File: config.mk
export PLATFORM = sky130hd
export DESIGN_NAME = lcdii_top
export DESIGN_NICKNAME = d
export VERILOG_FILES = /design/src/logic/lcdii_pkg.sv /design/src/logic/lcdii_nib.sv /design/src/logic/lcdii_top.sv
export VERILOG_INCLUDE_DIRS = /design/src /design/src/logic
export SDC_FILE = /design/constraint.sdc
export NUM_CORES = 1
export LEC_CHECK = 0
export ABC_AREA = 1
export CORE_ASPECT_RATIO = 0.5
export CORE_MARGIN = 8
export CORE_UTILIZATION = 50
export CTS_BUF_LIST = sky130_fd_sc_hd__clkbuf_4 sky130_fd_sc_hd__clkbuf_8
export DETAILED_ROUTE_END_ITERATION = 8
export DONT_BUFFER_PORTS = 1
export PLACE_DENSITY = 0.63
export SETUP_SLACK_MARGIN = 0.1
export SYNTH_ARGS = -nofsm -noshare
export SYNTH_HDL_FRONTEND = slang
export SYNTH_SLANG_ARGS = --single-unit
File: constraint.sdc
create_clock -name SYS_CLK_IN -period 4.1 [get_ports SYS_CLK_IN]
set_input_delay 0.41 -clock SYS_CLK_IN [delete_from_list [all_inputs] [get_ports SYS_CLK_IN]]
set_output_delay 0.41 -clock SYS_CLK_IN [all_outputs]
set_load 0.02 [all_outputs]
File: src/logic/lcdii_defines.svh
// offsets, reset values and timing counts of the lcd instruction interpreter
`ifndef LCDII_DEFINES_SVH
`define LCDII_DEFINES_SVH

`define LCDII_OFS_CMD     8'h00
`define LCDII_OFS_DATA    8'h04
`define LCDII_OFS_FLAGS   8'h08

`define LCDII_CLK_MHZ     20
`define LCDII_EXEC_US     72
`define LCDII_EXEC_CYC    (`LCDII_EXEC_US * `LCDII_CLK_MHZ)
`define LCDII_CNT_W       11

`define LCDII_SPACE_WORD  16'h2020
`define LCDII_CRAM_LAST   6'h3F
`define LCDII_HPOS_LAST   4'hF

`define LCDII_RST_ID      1'b1
`define LCDII_RST_DL      1'b1
`define LCDII_RST_RE      1'b0
`define LCDII_RST_SR      1'b0
`define LCDII_RST_WAKE    1'b1
`define LCDII_RST_GFX     1'b0
`define LCDII_RST_LSEL    2'h0

`endif

File: src/logic/lcdii_pkg.sv
// types shared by the lcd instruction interpreter
package lcdii_pkg;

	typedef enum logic [2:0]
	{
		TGT_CHAR,
		TGT_PAT,
		TGT_ICON,
		TGT_GFX
	} lcdii_tgt_t;

	typedef enum logic [1:0]
	{
		ST_IDLE,
		ST_CLEAR,
		ST_EXEC
	} lcdii_state_t;

	typedef struct packed
	{
		logic       valid;
		logic       rs;
		logic [7:0] data;
	} lcdii_byte_t;

endpackage : lcdii_pkg

File: src/logic/lcdii_nib.sv
// joins host writes into bytes, two nibbles high first in 4-bit mode
module lcdii_nib
(
	input  wire logic              clk_in,
	input  wire logic              rst_in,
	input  wire logic              stb_in,
	input  wire logic              rs_in,
	input  wire logic              wide_in,
	input  wire logic [7:0]        data_in,
	output lcdii_pkg::lcdii_byte_t byte_out
);
	import lcdii_pkg::*;

	logic       pend_q;
	logic [3:0] hi_q;

	wire take_hi  = stb_in & ~wide_in & ~pend_q;
	wire complete = stb_in & (wide_in | pend_q);

	always_ff @(posedge clk_in or posedge rst_in)
	begin
		if (rst_in)
		begin
			pend_q <= 1'b0;
			hi_q   <= 4'h0;
		end
		else if (take_hi)
		begin
			pend_q <= 1'b1;
			hi_q   <= data_in[3:0];
		end
		else if (complete)
			pend_q <= 1'b0;
	end

	assign byte_out = {complete, rs_in, wide_in ? data_in : {hi_q, data_in[3:0]}};

endmodule : lcdii_nib

File: src/logic/lcdii_top.sv
// lcd instruction interpreter with apb access to instruction and data ports
`include "lcdii_defines.svh"

module lcdii_top
(
	input  wire logic        SYS_CLK_IN,
	input  wire logic        RESET_IN,
	input  wire logic        PSEL_IN,
	input  wire logic        PENABLE_IN,
	input  wire logic        PWRITE_IN,
	input  wire logic [7:0]  PADDR_IN,
	input  wire logic [31:0] PWDATA_IN,
	output logic      [31:0] PRDATA_OUT,
	output logic             PREADY_OUT,
	output logic             PSLVERR_OUT,
	output logic             BUSY_OUT
);
	import lcdii_pkg::*;

	function automatic logic [3:0] msb_pos(input logic [7:0] v);
		logic [3:0] p;
		p = 4'h8;
		for (int i = 0; i < 8; i++)
			if (v[i])
				p = 4'(i);
		return p;
	endfunction : msb_pos

	lcdii_state_t state_q, state_d;
	lcdii_tgt_t   tgt_q, tgt_d;
	logic [`LCDII_CNT_W-1:0] cnt_q, cnt_d;
	logic [5:0]  clr_q, clr_d;
	logic [6:0]  ac_q, ac_d;
	logic        id_q, id_d, sh_q, sh_d;
	logic        disp_q, disp_d, cur_q, cur_d, blink_q, blink_d;
	logic        dl_q, dl_d, re_q, re_d, sr_q, sr_d;
	logic        wake_q, wake_d, gfx_q, gfx_d, stby_q, stby_d;
	logic [3:0]  rev_q, rev_d;
	logic [1:0]  lsel_q, lsel_d;
	logic [5:0]  scroll_q, scroll_d, dshift_q, dshift_d;
	logic        dummy_q, dummy_d, whalf_q, whalf_d, rhalf_q, rhalf_d;
	logic        gsec_q, gsec_d;
	logic [7:0]  hi_q, hi_d;
	logic [15:0] cram [0:63];
	lcdii_byte_t nb;

	wire busy      = state_q != ST_IDLE;
	wire setup_acc = PSEL_IN & PENABLE_IN & ~PREADY_OUT;
	wire done      = PSEL_IN & PENABLE_IN & PREADY_OUT & ~PSLVERR_OUT;
	wire sel_cmd   = PADDR_IN == `LCDII_OFS_CMD;
	wire sel_data  = PADDR_IN == `LCDII_OFS_DATA;
	wire sel_flags = PADDR_IN == `LCDII_OFS_FLAGS;
	wire mapped    = sel_cmd | sel_data | sel_flags;
	wire err_d     = ~mapped | (sel_flags & PWRITE_IN)
	               | (busy & (PWRITE_IN | sel_data) & (sel_cmd | sel_data));
	wire wr_stb    = done & PWRITE_IN & (sel_cmd | sel_data);
	wire rd_go     = done & ~PWRITE_IN & sel_data & ~busy;

	lcdii_nib u_nib
	(
		.clk_in  (SYS_CLK_IN),
		.rst_in  (RESET_IN),
		.stb_in  (wr_stb),
		.rs_in   (sel_data),
		.wide_in (dl_q),
		.data_in (PWDATA_IN[7:0]),
		.byte_out(nb)
	);

	wire [7:0] dat    = nb.data;
	wire       st_idl = state_q == ST_IDLE;
	wire       ins_go = st_idl & nb.valid & ~nb.rs;
	wire       dwr_go = st_idl & nb.valid & nb.rs;
	wire       dec_ok = ins_go & ~gsec_q;
	wire [3:0] top    = msb_pos(dat);
	wire       go_clr = dec_ok & ~re_q & (top == 4'h0);
	wire       go_hom = dec_ok & ~re_q & (top == 4'h1);
	wire       go_ent = dec_ok & ~re_q & (top == 4'h2);
	wire       go_dsp = dec_ok & ~re_q & (top == 4'h3);
	wire       go_shf = dec_ok & ~re_q & (top == 4'h4);
	wire       go_fun = dec_ok & (top == 4'h5);
	wire       go_pat = dec_ok & ~re_q & (top == 4'h6);
	wire       go_ddr = dec_ok & ~re_q & (top == 4'h7);
	wire       go_sby = dec_ok & re_q & (top == 4'h0);
	wire       go_sr  = dec_ok & re_q & (top == 4'h1);
	wire       go_rev = dec_ok & re_q & (top == 4'h2);
	wire       go_slp = dec_ok & re_q & (top == 4'h3);
	wire       go_isa = dec_ok & re_q & (top == 4'h6);
	wire       go_gfa = dec_ok & re_q & (top == 4'h7);
	wire       go_hor = ins_go & gsec_q;
	wire       adr_set = go_ddr | go_pat | (go_isa & ~sr_q) | go_gfa | go_hor;
	wire       ram_we = dwr_go & whalf_q & (tgt_q == TGT_CHAR);
	wire       w_step = dwr_go & whalf_q;
	wire       r_step = rd_go & ~dummy_q & rhalf_q;
	wire       step   = w_step | r_step;
	wire       start  = nb.valid & st_idl | rd_go;

	wire [15:0] word    = cram[ac_q[5:0]];
	wire [7:0]  rd_byte = (dummy_q | (tgt_q != TGT_CHAR)) ? 8'h00 :
	                      (rhalf_q ? word[7:0] : word[15:8]);
	wire [28:0] flags   = {dshift_q, scroll_q, lsel_q, rev_q, stby_q, gfx_q,
	                       wake_q, sr_q, re_q, dl_q, sh_q, id_q, blink_q, cur_q, disp_q};
	wire [31:0] rd_mux  = sel_cmd  ? {24'h00_0000, busy, ac_q} :
	                      sel_data ? {24'h00_0000, rd_byte} :
	                      sel_flags ? {3'h0, flags} : 32'h0000_0000;

	always_comb
	begin
		state_d  = state_q;
		tgt_d    = tgt_q;
		{cnt_d, clr_d, ac_d} = {cnt_q, clr_q, ac_q};
		{id_d, sh_d, disp_d, cur_d, blink_d} = {id_q, sh_q, disp_q, cur_q, blink_q};
		{dl_d, re_d, sr_d} = {dl_q, re_q, sr_q};
		{wake_d, gfx_d, stby_d} = {wake_q, gfx_q, stby_q};
		{rev_d, lsel_d} = {rev_q, lsel_q};
		{scroll_d, dshift_d, hi_d} = {scroll_q, dshift_q, hi_q};
		{dummy_d, whalf_d, rhalf_d, gsec_d} = {dummy_q, whalf_q, rhalf_q, gsec_q};
		if (ins_go)
		begin
			stby_d = go_sby;
			gsec_d = go_gfa;
		end
		if (go_clr)
		begin
			ac_d     = 7'h00;
			id_d     = 1'b1;
			tgt_d    = TGT_CHAR;
			dshift_d = 6'h00;
		end
		if (go_hom)
		begin
			ac_d     = 7'h00;
			tgt_d    = TGT_CHAR;
			dshift_d = 6'h00;
		end
		if (go_ent)
		begin
			id_d = dat[1];
			sh_d = dat[0];
		end
		if (go_dsp)
		begin
			disp_d  = dat[2];
			cur_d   = dat[1];
			blink_d = dat[0];
		end
		if (go_shf)
		begin
			if (!dat[3])
				ac_d = dat[2] ? ac_q + 7'h01 : ac_q - 7'h01;
			else
				dshift_d = dat[2] ? dshift_q - 6'h01 : dshift_q + 6'h01;
		end
		if (go_fun)
		begin
			dl_d = dat[4];
			re_d = dat[2];
			if (re_q)
				gfx_d = dat[1];
		end
		if (go_pat)
		begin
			ac_d  = {1'b0, dat[5:0]};
			tgt_d = TGT_PAT;
		end
		if (go_ddr)
		begin
			ac_d  = dat[6:0];
			tgt_d = TGT_CHAR;
		end
		if (go_sr)
			sr_d = dat[0];
		if (go_rev)
		begin
			lsel_d = dat[1:0];
			rev_d[dat[1:0]] = ~rev_q[dat[1:0]];
		end
		if (go_slp)
			wake_d = dat[2];
		if (go_isa)
		begin
			if (sr_q)
				scroll_d = dat[5:0];
			else
			begin
				ac_d  = {3'h0, dat[3:0]};
				tgt_d = TGT_ICON;
			end
		end
		if (go_gfa)
		begin
			ac_d  = dat[6:0];
			tgt_d = TGT_GFX;
		end
		if (go_hor)
			ac_d = {3'h0, dat[3:0]};
		if (adr_set)
		begin
			dummy_d = 1'b1;
			whalf_d = 1'b0;
			rhalf_d = 1'b0;
		end
		if (dwr_go)
		begin
			whalf_d = ~whalf_q;
			if (!whalf_q)
				hi_d = dat;
		end
		if (rd_go)
		begin
			if (dummy_q)
				dummy_d = 1'b0;
			else
				rhalf_d = ~rhalf_q;
		end
		if (step)
		begin
			if (tgt_q == TGT_GFX)
				ac_d = {ac_q[6:4], ac_q[3:0] + 4'h1};
			else
			begin
				ac_d = id_q ? ac_q + 7'h01 : ac_q - 7'h01;
				if (sh_q)
					dshift_d = id_q ? dshift_q + 6'h01 : dshift_q - 6'h01;
			end
		end
		case (state_q)
			ST_IDLE:
			begin
				if (start)
				begin
					state_d = go_clr ? ST_CLEAR : ST_EXEC;
					cnt_d   = `LCDII_CNT_W'(`LCDII_EXEC_CYC - 1);
					clr_d   = 6'h00;
				end
			end
			ST_CLEAR:
			begin
				clr_d = clr_q + 6'h01;
				if (clr_q == `LCDII_CRAM_LAST)
					state_d = ST_EXEC;
			end
			ST_EXEC:
			begin
				cnt_d = cnt_q - `LCDII_CNT_W'(1);
				if (cnt_q == '0)
					state_d = ST_IDLE;
			end
			default:
				state_d = ST_IDLE;
		endcase
	end

	always_ff @(posedge SYS_CLK_IN)
	begin
		if (state_q == ST_CLEAR)
			cram[clr_q] <= `LCDII_SPACE_WORD;
		else if (ram_we)
			cram[ac_q[5:0]] <= {hi_q, dat};
	end

	always_ff @(posedge SYS_CLK_IN or posedge RESET_IN)
	begin
		if (RESET_IN)
		begin
			PRDATA_OUT  <= 32'h0000_0000;
			PREADY_OUT  <= 1'b0;
			PSLVERR_OUT <= 1'b0;
			BUSY_OUT    <= 1'b0;
		end
		else
		begin
			PREADY_OUT <= setup_acc;
			BUSY_OUT   <= state_d != ST_IDLE;
			if (setup_acc)
			begin
				PRDATA_OUT  <= PWRITE_IN ? 32'h0000_0000 : rd_mux;
				PSLVERR_OUT <= err_d;
			end
		end
	end

	always_ff @(posedge SYS_CLK_IN or posedge RESET_IN)
	begin
		if (RESET_IN)
		begin
			state_q <= ST_IDLE;
			tgt_q   <= TGT_CHAR;
			{cnt_q, clr_q, ac_q} <= 24'h00_0000;
			{id_q, sh_q, disp_q, cur_q, blink_q} <= {`LCDII_RST_ID, 4'h0};
			{dl_q, re_q, sr_q} <= {`LCDII_RST_DL, `LCDII_RST_RE, `LCDII_RST_SR};
			{wake_q, gfx_q, stby_q} <= {`LCDII_RST_WAKE, `LCDII_RST_GFX, 1'b0};
			{rev_q, lsel_q} <= {4'h0, `LCDII_RST_LSEL};
			{scroll_q, dshift_q, hi_q} <= 20'h0_0000;
			{dummy_q, whalf_q, rhalf_q, gsec_q} <= 4'h0;
		end
		else
		begin
			state_q  <= state_d;
			tgt_q    <= tgt_d;
			{cnt_q, clr_q, ac_q} <= {cnt_d, clr_d, ac_d};
			{id_q, sh_q, disp_q, cur_q, blink_q} <= {id_d, sh_d, disp_d, cur_d, blink_d};
			{dl_q, re_q, sr_q} <= {dl_d, re_d, sr_d};
			{wake_q, gfx_q, stby_q} <= {wake_d, gfx_d, stby_d};
			{rev_q, lsel_q} <= {rev_d, lsel_d};
			{scroll_q, dshift_q, hi_q} <= {scroll_d, dshift_d, hi_d};
			{dummy_q, whalf_q, rhalf_q, gsec_q} <= {dummy_d, whalf_d, rhalf_d, gsec_d};
		end
	end
endmodule : lcdii_top

Word-level counts from Yosys, hierarchy flattened
Memories as Yosys holds them, arrays and structs flattened.
Index checks and enable logic that the tools add are counted.
Widths: inputs -> output; s select.
- add/subtract/negate cells: 7
- multiply operators: 0
- divide/modulo/power cells: 0
- $lt $le $gt $ge: 2
- equal/unequal tests: 15
- shift operators: 0
- muxes and demuxes: 79
- bitwise logic cells: 69
- reduce and logical (&&, ||, !) cells: 20
- operator list (cell ; number):
    $mux 29 ; 4
    $mux 7 ; 14
    $mux 6 ; 11
    $and 1x1->1 ; 41
    $mux 4 ; 8
    $mux 8 ; 3
    $pmux 11 s2 ; 1
    $mux 3 ; 7
    $mux 1 ; 20
    $eq 4x3->1 const B ; 4
    $mux 16 ; 1
    $reduce_or 16->1 ; 1
    $not 1->1 ; 15
    $reduce_bool 2->1 ; 7
    $or 1x1->1 ; 13
    $add 6x1->6 const B ; 2
    $pmux 6 s2 ; 1
    $logic_not 11->1 ; 1
    $mux 11 ; 1
    $sub 11x1->11 const B ; 1
    $reduce_and 2->1 ; 5
    $eq 4x2->1 const B ; 2
    $eq 8x3->1 const B ; 1
    $eq 8x4->1 const B ; 1
    24 further kinds ; 27
- bits in registers: 110
- latch bits: 0
- memory bits (writable): 1024
- ROM bits: 0
- output and inout port bits: 35
- memories kept: 1
- memories (name ; depth ; width ; read ports ; clocked after memory_dff ; write ports ; RTL line ; source):
    cram ; 64 ; 16 ; 1 ; 0 ; 1 ; lcdii_top.sv:44 ; logic [15:0] cram [0:63];

Logic depth before layout (Yosys ltp)
- depth after elaboration: 22
- gate-level depth with buffers: 19
- mapped depth without buffers: 17

Cells and area by module
A second synthesis with hierarchy kept.
- cells, all modules: 4646
- area, all modules: 48884.4 µm²
- by module, submodules not included (module ; times used ; cells each ; area each (µm²)):
    lcdii_top ; 1 ; 4603 ; 48552.8
    lcdii_nib ; 1 ; 43 ; 331.6

Worst setup path before layout
OpenSTA, ideal clock, no wires.
- path type: input -> register
- start point: input port PADDR_IN[7]
- end point: memory cram[0][10], data pin
- data arrival time: 3218 ps
- data required time: 3600 ps
- setup slack: 382 ps
- stages: 11
- cell sequence: nor2_2 > nand2_2 > nor2_4 > o21ai_2 > inv_2 > nand3_2 > nor2_2 > nand2_2 > buf_2 > clkbuf_1 > nor2_1
- word-level cells in the longest chain between the ends: 13
- RTL lines (what ; RTL line ; source):
    start, declared ; lcdii_top.sv:11 ; input wire logic [7:0] PADDR_IN,
    $eq 8x3->1 (no source line) / $logic_not 8->1 (equally long branches) ; n/a ;
    $or 1x1->1 ; lcdii_top.sv:56 ; wire wr_stb = done & PWRITE_IN & (sel_cmd | sel_data);
    $and 1x1->1 ; lcdii_top.sv:56 ;
    $and 1x1->1 ; lcdii_nib.sv:18 ; wire complete = stb_in & (wide_in | pend_q);
    $and 1x1->1 ; lcdii_top.sv:73 ; wire dwr_go = st_idl & nb.valid & nb.rs;
    $and 1x1->1 * ; lcdii_top.sv:73 ;
    $and 1x1->1 * (2 in series) ; lcdii_top.sv:92 ; wire ram_we = dwr_go & whalf_q & (tgt_q == TGT_CHAR);
    $mux 1 * ; lcdii_top.sv:258 ; else if (ram_we)
    $mux 1 * ; lcdii_top.sv:256 ; if (state_q == ST_CLEAR)
    $mux 1 (implied by the code) * ; lcdii_top.sv:259 ; cram[ac_q[5:0]] <= {hi_q, dat};
    $reduce_or 16->1 (no source line) * ; n/a ;
    $mux 16 (no source line) * ; n/a ;
    end, declared ; lcdii_top.sv:44 ;
Every way passes the cells marked *; elsewhere a longest branch is shown, timed or not.

Worst setup path in the final report
- start point: input port PENABLE_IN
- end point: memory cram[47][11], enable pin
- word-level cells in the longest chain between the ends: 15
- RTL lines (what ; RTL line ; source):
    start, declared ; lcdii_top.sv:9 ; input wire logic PENABLE_IN,
    $and 1x1->1 * (3 in series) ; lcdii_top.sv:49 ; wire done = PSEL_IN & PENABLE_IN & PREADY_OUT & ~PSLVERR_OUT;
    $and 1x1->1 * (2 in series) ; lcdii_top.sv:56 ;
    $and 1x1->1 * ; lcdii_nib.sv:18 ;
    $and 1x1->1 * (2 in series) ; lcdii_top.sv:73 ;
    $and 1x1->1 * (2 in series) ; lcdii_top.sv:92 ;
    $mux 1 * ; lcdii_top.sv:258 ;
    $mux 1 * ; lcdii_top.sv:256 ;
    $mux 1 (implied by the code) * ; lcdii_top.sv:259 ;
    $reduce_or 16->1 (no source line) ; n/a ;
    $mux 6 (no source line) / $mux 1 (equally long branches) ; n/a ;
Marked as above.

==> results by stage <==
Status:
- The flow ran to the end, and the final reports show no timing, DRC or antenna violations.

Critical path:
- The worst setup path category is input port to flop.
- The required time of the worst setup path is 4.58 ns.
- Setup slack on the worst reg-to-reg path comes out at around 0.40 ns.
- For this design, the slowest cell found on the critical path is dlygate4sd3_1.
- Counting buffers and inverters, the worst setup path is 16 cells deep.
- The kind of cell with the highest combined delay on the critical path is buffers and inverters.
- The kind of launch point of the worst setup path is an input port.
- Walking the worst path, the cells encountered are dlygate4sd3_1 -> nand2_1 -> dlygate4sd3_1 -> nor3_1 -> o21ai_2 -> inv_2 -> nand3_2 -> nor2_2 -> nand2_2 -> buf_4 -> nand2_1 -> o21ai_4 -> nor2_1 -> nand3_2 -> nor2_1 -> buf_4.
- The worst setup path is captured at a flop.
- Along the worst path, the maximum fanout reaches 16.
- The worst register-to-register path ends at cram[47][11].
- In this run the critical register-to-register path is launched from PSLVERR_OUT.
- The signal arrival time at the worst endpoint is between 4 and 5 ns.
- The critical path buffer and inverter count is 5.
- The delay of the slowest critical-path stage is approximately 0.58 ns.
- The depth of the worst register-to-register path is 15.

CTS:
- The post-CTS setup-driven buffer insertion count is 0.
- The clock edge transition at the registers on the reported setup and hold paths is 0.06 ns.
- The maximum buffer depth of the clock tree is 3.
- CTS saw 1,131 sinks.
- At the later pin of the worst-skew pair, clock insertion delay measures between 0.8 and 0.9 ns.
- The CTS tree is done.
- The CTS buffer count is 160.
- The H-tree generated during clock tree synthesis spans 4 levels.
- The tree is rooted in a clkbuf_8.

Die:
- The number of primary I/O pins is 80.
- The initial core utilization is 0.506.
- The die outline width is roughly 450 µm.
- The die covers 105,000 µm².
- The number of rows in the core area is approximately 80.
- The die extent in y is 233 µm.
- After floorplanning, the core was sized to cover a little over 90,000 µm².

Logic synthesis:
- The count of flip-flops with a built-in enable after synthesis is between 1,000 and 1,500.
- The share of synthesized area in the top cell type comes to 0.652.
- The dominant synthesized flop cell is edfxtp_1.
- The number of distinct library cell variants in the gate-level netlist after synthesis is 52.
- The post-synthesis instance area is 47,200 µm².
- By area the synthesized netlist is led by edfxtp_1 (65%), nor2_1 (6.5%), o21ai_0 (5.9%), dfrtp_1 (5.5%), nand2_1 (4.8%).
- edfxtp_1 takes more of the synthesized area than any other cell.
- The sequential cell area fraction in the yosys report is 0.709.
- The average cell area after synthesis is ~11 µm².
- The post-synthesis register bit count is 1,131.
- Synthesis produced a netlist whose cell count is 4,161.
- The number of warning messages in the yosys log is 0.
- The proportion of synthesized flip-flops having asynchronous set or reset is 0.0946.

Flow run:
- Max-cap violations in this run came to 0.

Drt:
- The number of DRC markers after the initial detailed-route iteration is 3,775.
- The average wire per standard cell is 23.6 µm.
- The total via count after detailed routing is about 33,000.
- The pre-antenna-repair detailed-routing pass consisted of 6 iterations.
- The remaining antenna violation count after routing is 0.
- The detailed-route DRC error count is 0.
- The wire length reported by the detailed router is between 100 and 150 mm.
- The average vias per placed instance is around 5.8.

Place:
- Detailed placement finished with a half-perimeter wire length of a little under 80 mm.
- The setup slack at placement is between 0.3 and 0.4 ns.
- The post-place instance area is 49,600 µm².
- The count of input and output buffers is 0.
- The congestion estimate from routability-driven global placement came to 0.941.

GRT:
- In the global route stage, met3 resource usage came out at 0.0606.
- The via count of the first global-routing pass is 30,816.
- The number of antenna violations at the first check in global routing is 4.
- Global routing finished with a remaining overflow of 0.
- For this run, the total global-route usage over all layers was measured as 0.249.
- For this run, global-route usage on met1 was measured as 0.343.
- Entering global routing, the biggest net connects between 100 and 150 pins.
- The most used routing layer is met2.
- The first-pass GRT wire length is slightly below 200 mm.
- The met2 layer usage reported by global route is 0.387.

STA:
- The worst hold slack is ~0.082 ns.
- The number of failing setup endpoints in the final timing report is 0.
- The least setup slack across all paths after layout is about 0.22 ns.
- The part of the cycle the worst path needs is 0.946.
- The count of endpoints failing hold in the final timing report came to 0.
- Setup repair after global routing could not meet its margin everywhere.
- The clock tree skew after final layout is about 0.04 ns.
- The fmax is 258 MHz.
- The final critical-path required period is ~3.9 ns.
- The slew at the pin with the worst max-slew slack is between 1 and 1.5 ns.
- The setup TNS is 0 ns.
- The worst-case headroom to the max-slew limit is 0.225.
- The max-slew violation total from the final report is 0.

Pwr:
- The power density relative to cell area is 400 nW/µm².
- The worst vdd rail ir drop is between 0.2 and 0.25 mV.
- Total power for the finished layout comes to roughly 0.021 W.
- In this run the static leakage power is 17.2 nW.

Layout:
- The library cell used most frequently in the layout, excluding fill and tap cells, is edfxtp_1.
- In the layout the commonest cells are edfxtp_1 (1,024), nor2_1 (803), nand2_1 (602).
- The design area is roughly 53,000 µm².
- Compared with the post-synthesis result, the final layout area differs by 11.8%.
- Of the cells placed in the final design, the portion with a size suffix greater than 1 is 0.118.
- After the last flow step, the layout net total stands at between 4,000 and 5,000.

Min path:
- The worst hold path terminates at u_nib.pend_q.
- The worst hold path begins at PADDR_IN[2].
- The classification of the worst-slack hold path is input port to flop.
- Along the worst hold path, the cell count comes to 6.
## final cells by class
type | count | area [µm²]
antenna | 2 | 5.00
clock buffer | 229 | 2780
clock inverter | 48 | 239
fill | 7690 | 40500
inverter | 176 | 676
multi-input combinational | 2620 | 12300
sequential | 1131 | 33400
tap | 1255 | 1570
timing repair buffer | 193 | 1750
## metrics by stage
step | utilization | std cells
after floorplan | - | 4163
after global placement | 0.532 | 5361
after detailed placement | 0.532 | 5361
after CTS | 0.565 | 5652
after global routing | 0.566 | 5653
final | 0.566 | 5654
## timing repair
action	in CTS	in global routing
setup endpoints to repair	0	288
gates resized for setup	0	4
hold buffers	14	0
hold endpoints to repair	112	0
## registers in the layout, summed over array words and instances (netlist names), 2 cells and up
| signal | cells |
|---|---|
| scroll_q | 6 |
| rev_q | 4 |
| tgt_q | 3 |
| hi_q | 8 |
| ac_q | 7 |
| clr_q | 6 |
| PRDATA_OUT | 29 |
| u_nib.hi_q | 4 |
| state_q | 2 |
| dshift_q | 6 |
| cnt_q | 11 |
| lsel_q | 2 |
| cram | 1024 |
## worst max-delay path by stage
stage                        end  slack (ns)        start
finish              cram[47][11]        0.22   PENABLE_IN
floorplan            cram[0][10]        0.38  PADDR_IN[7]
detailed placement   cram[3][10]        0.31  PSLVERR_OUT
global route        cram[21][15]        0.08   PENABLE_IN
global placement     cram[3][10]        0.26  PSLVERR_OUT
CTS                  cram[3][12]        0.20   PENABLE_IN
## cell families (layout without fill, tap and decap cells)
group	count (synthesis)	after routing	share of synthesized area
adders and majority gates	6	6	0.00159
AOI/OAI and AO/OA	842	842	0.0997
xor gates and xnor gates	21	21	0.00390
muxes	5	5	0.00109
DFF	1131	1131	0.709
and+or+nand+nor	1743	1743	0.151
buffers and inverters	412	646	0.0343
other	1	5	0.0000795
## worst min-delay path, delay by kind of cell
family	cells	cell delay, ns
AOI/OAI and AO/OA	1	0.18
and+or+nand+nor	5	0.28
## layer usage
metal  up-vias  part of all wire
met5         -                 0
met4         0             0.029
met3       214              0.10
met2      1557              0.45
met1     15931              0.42
li1      14884                 -
## where the power goes
part	switching, W	internal [W]	total, W
Combinational	0.0000691	0.0000213	0.0000904
Sequential	0.00000257	0.0124	0.0124
Clock	0.00422	0.00439	0.00861
## cell usage after synthesis, drive strengths merged (6+ instances only)
cell and count:
a32o 10, o22ai 49, nor3 16, or2 20, o211ai 99, ha 6
nor2 828, buf 69, edfxtp 1024, nand3 242, nand4 22, clkbuf 167
xnor2 6, inv 172, dfrtp 104, o21ai 569, a31oi 8, nand2 608
a21oi 91, xor2 15
Power figures use the tool's default switching activity.
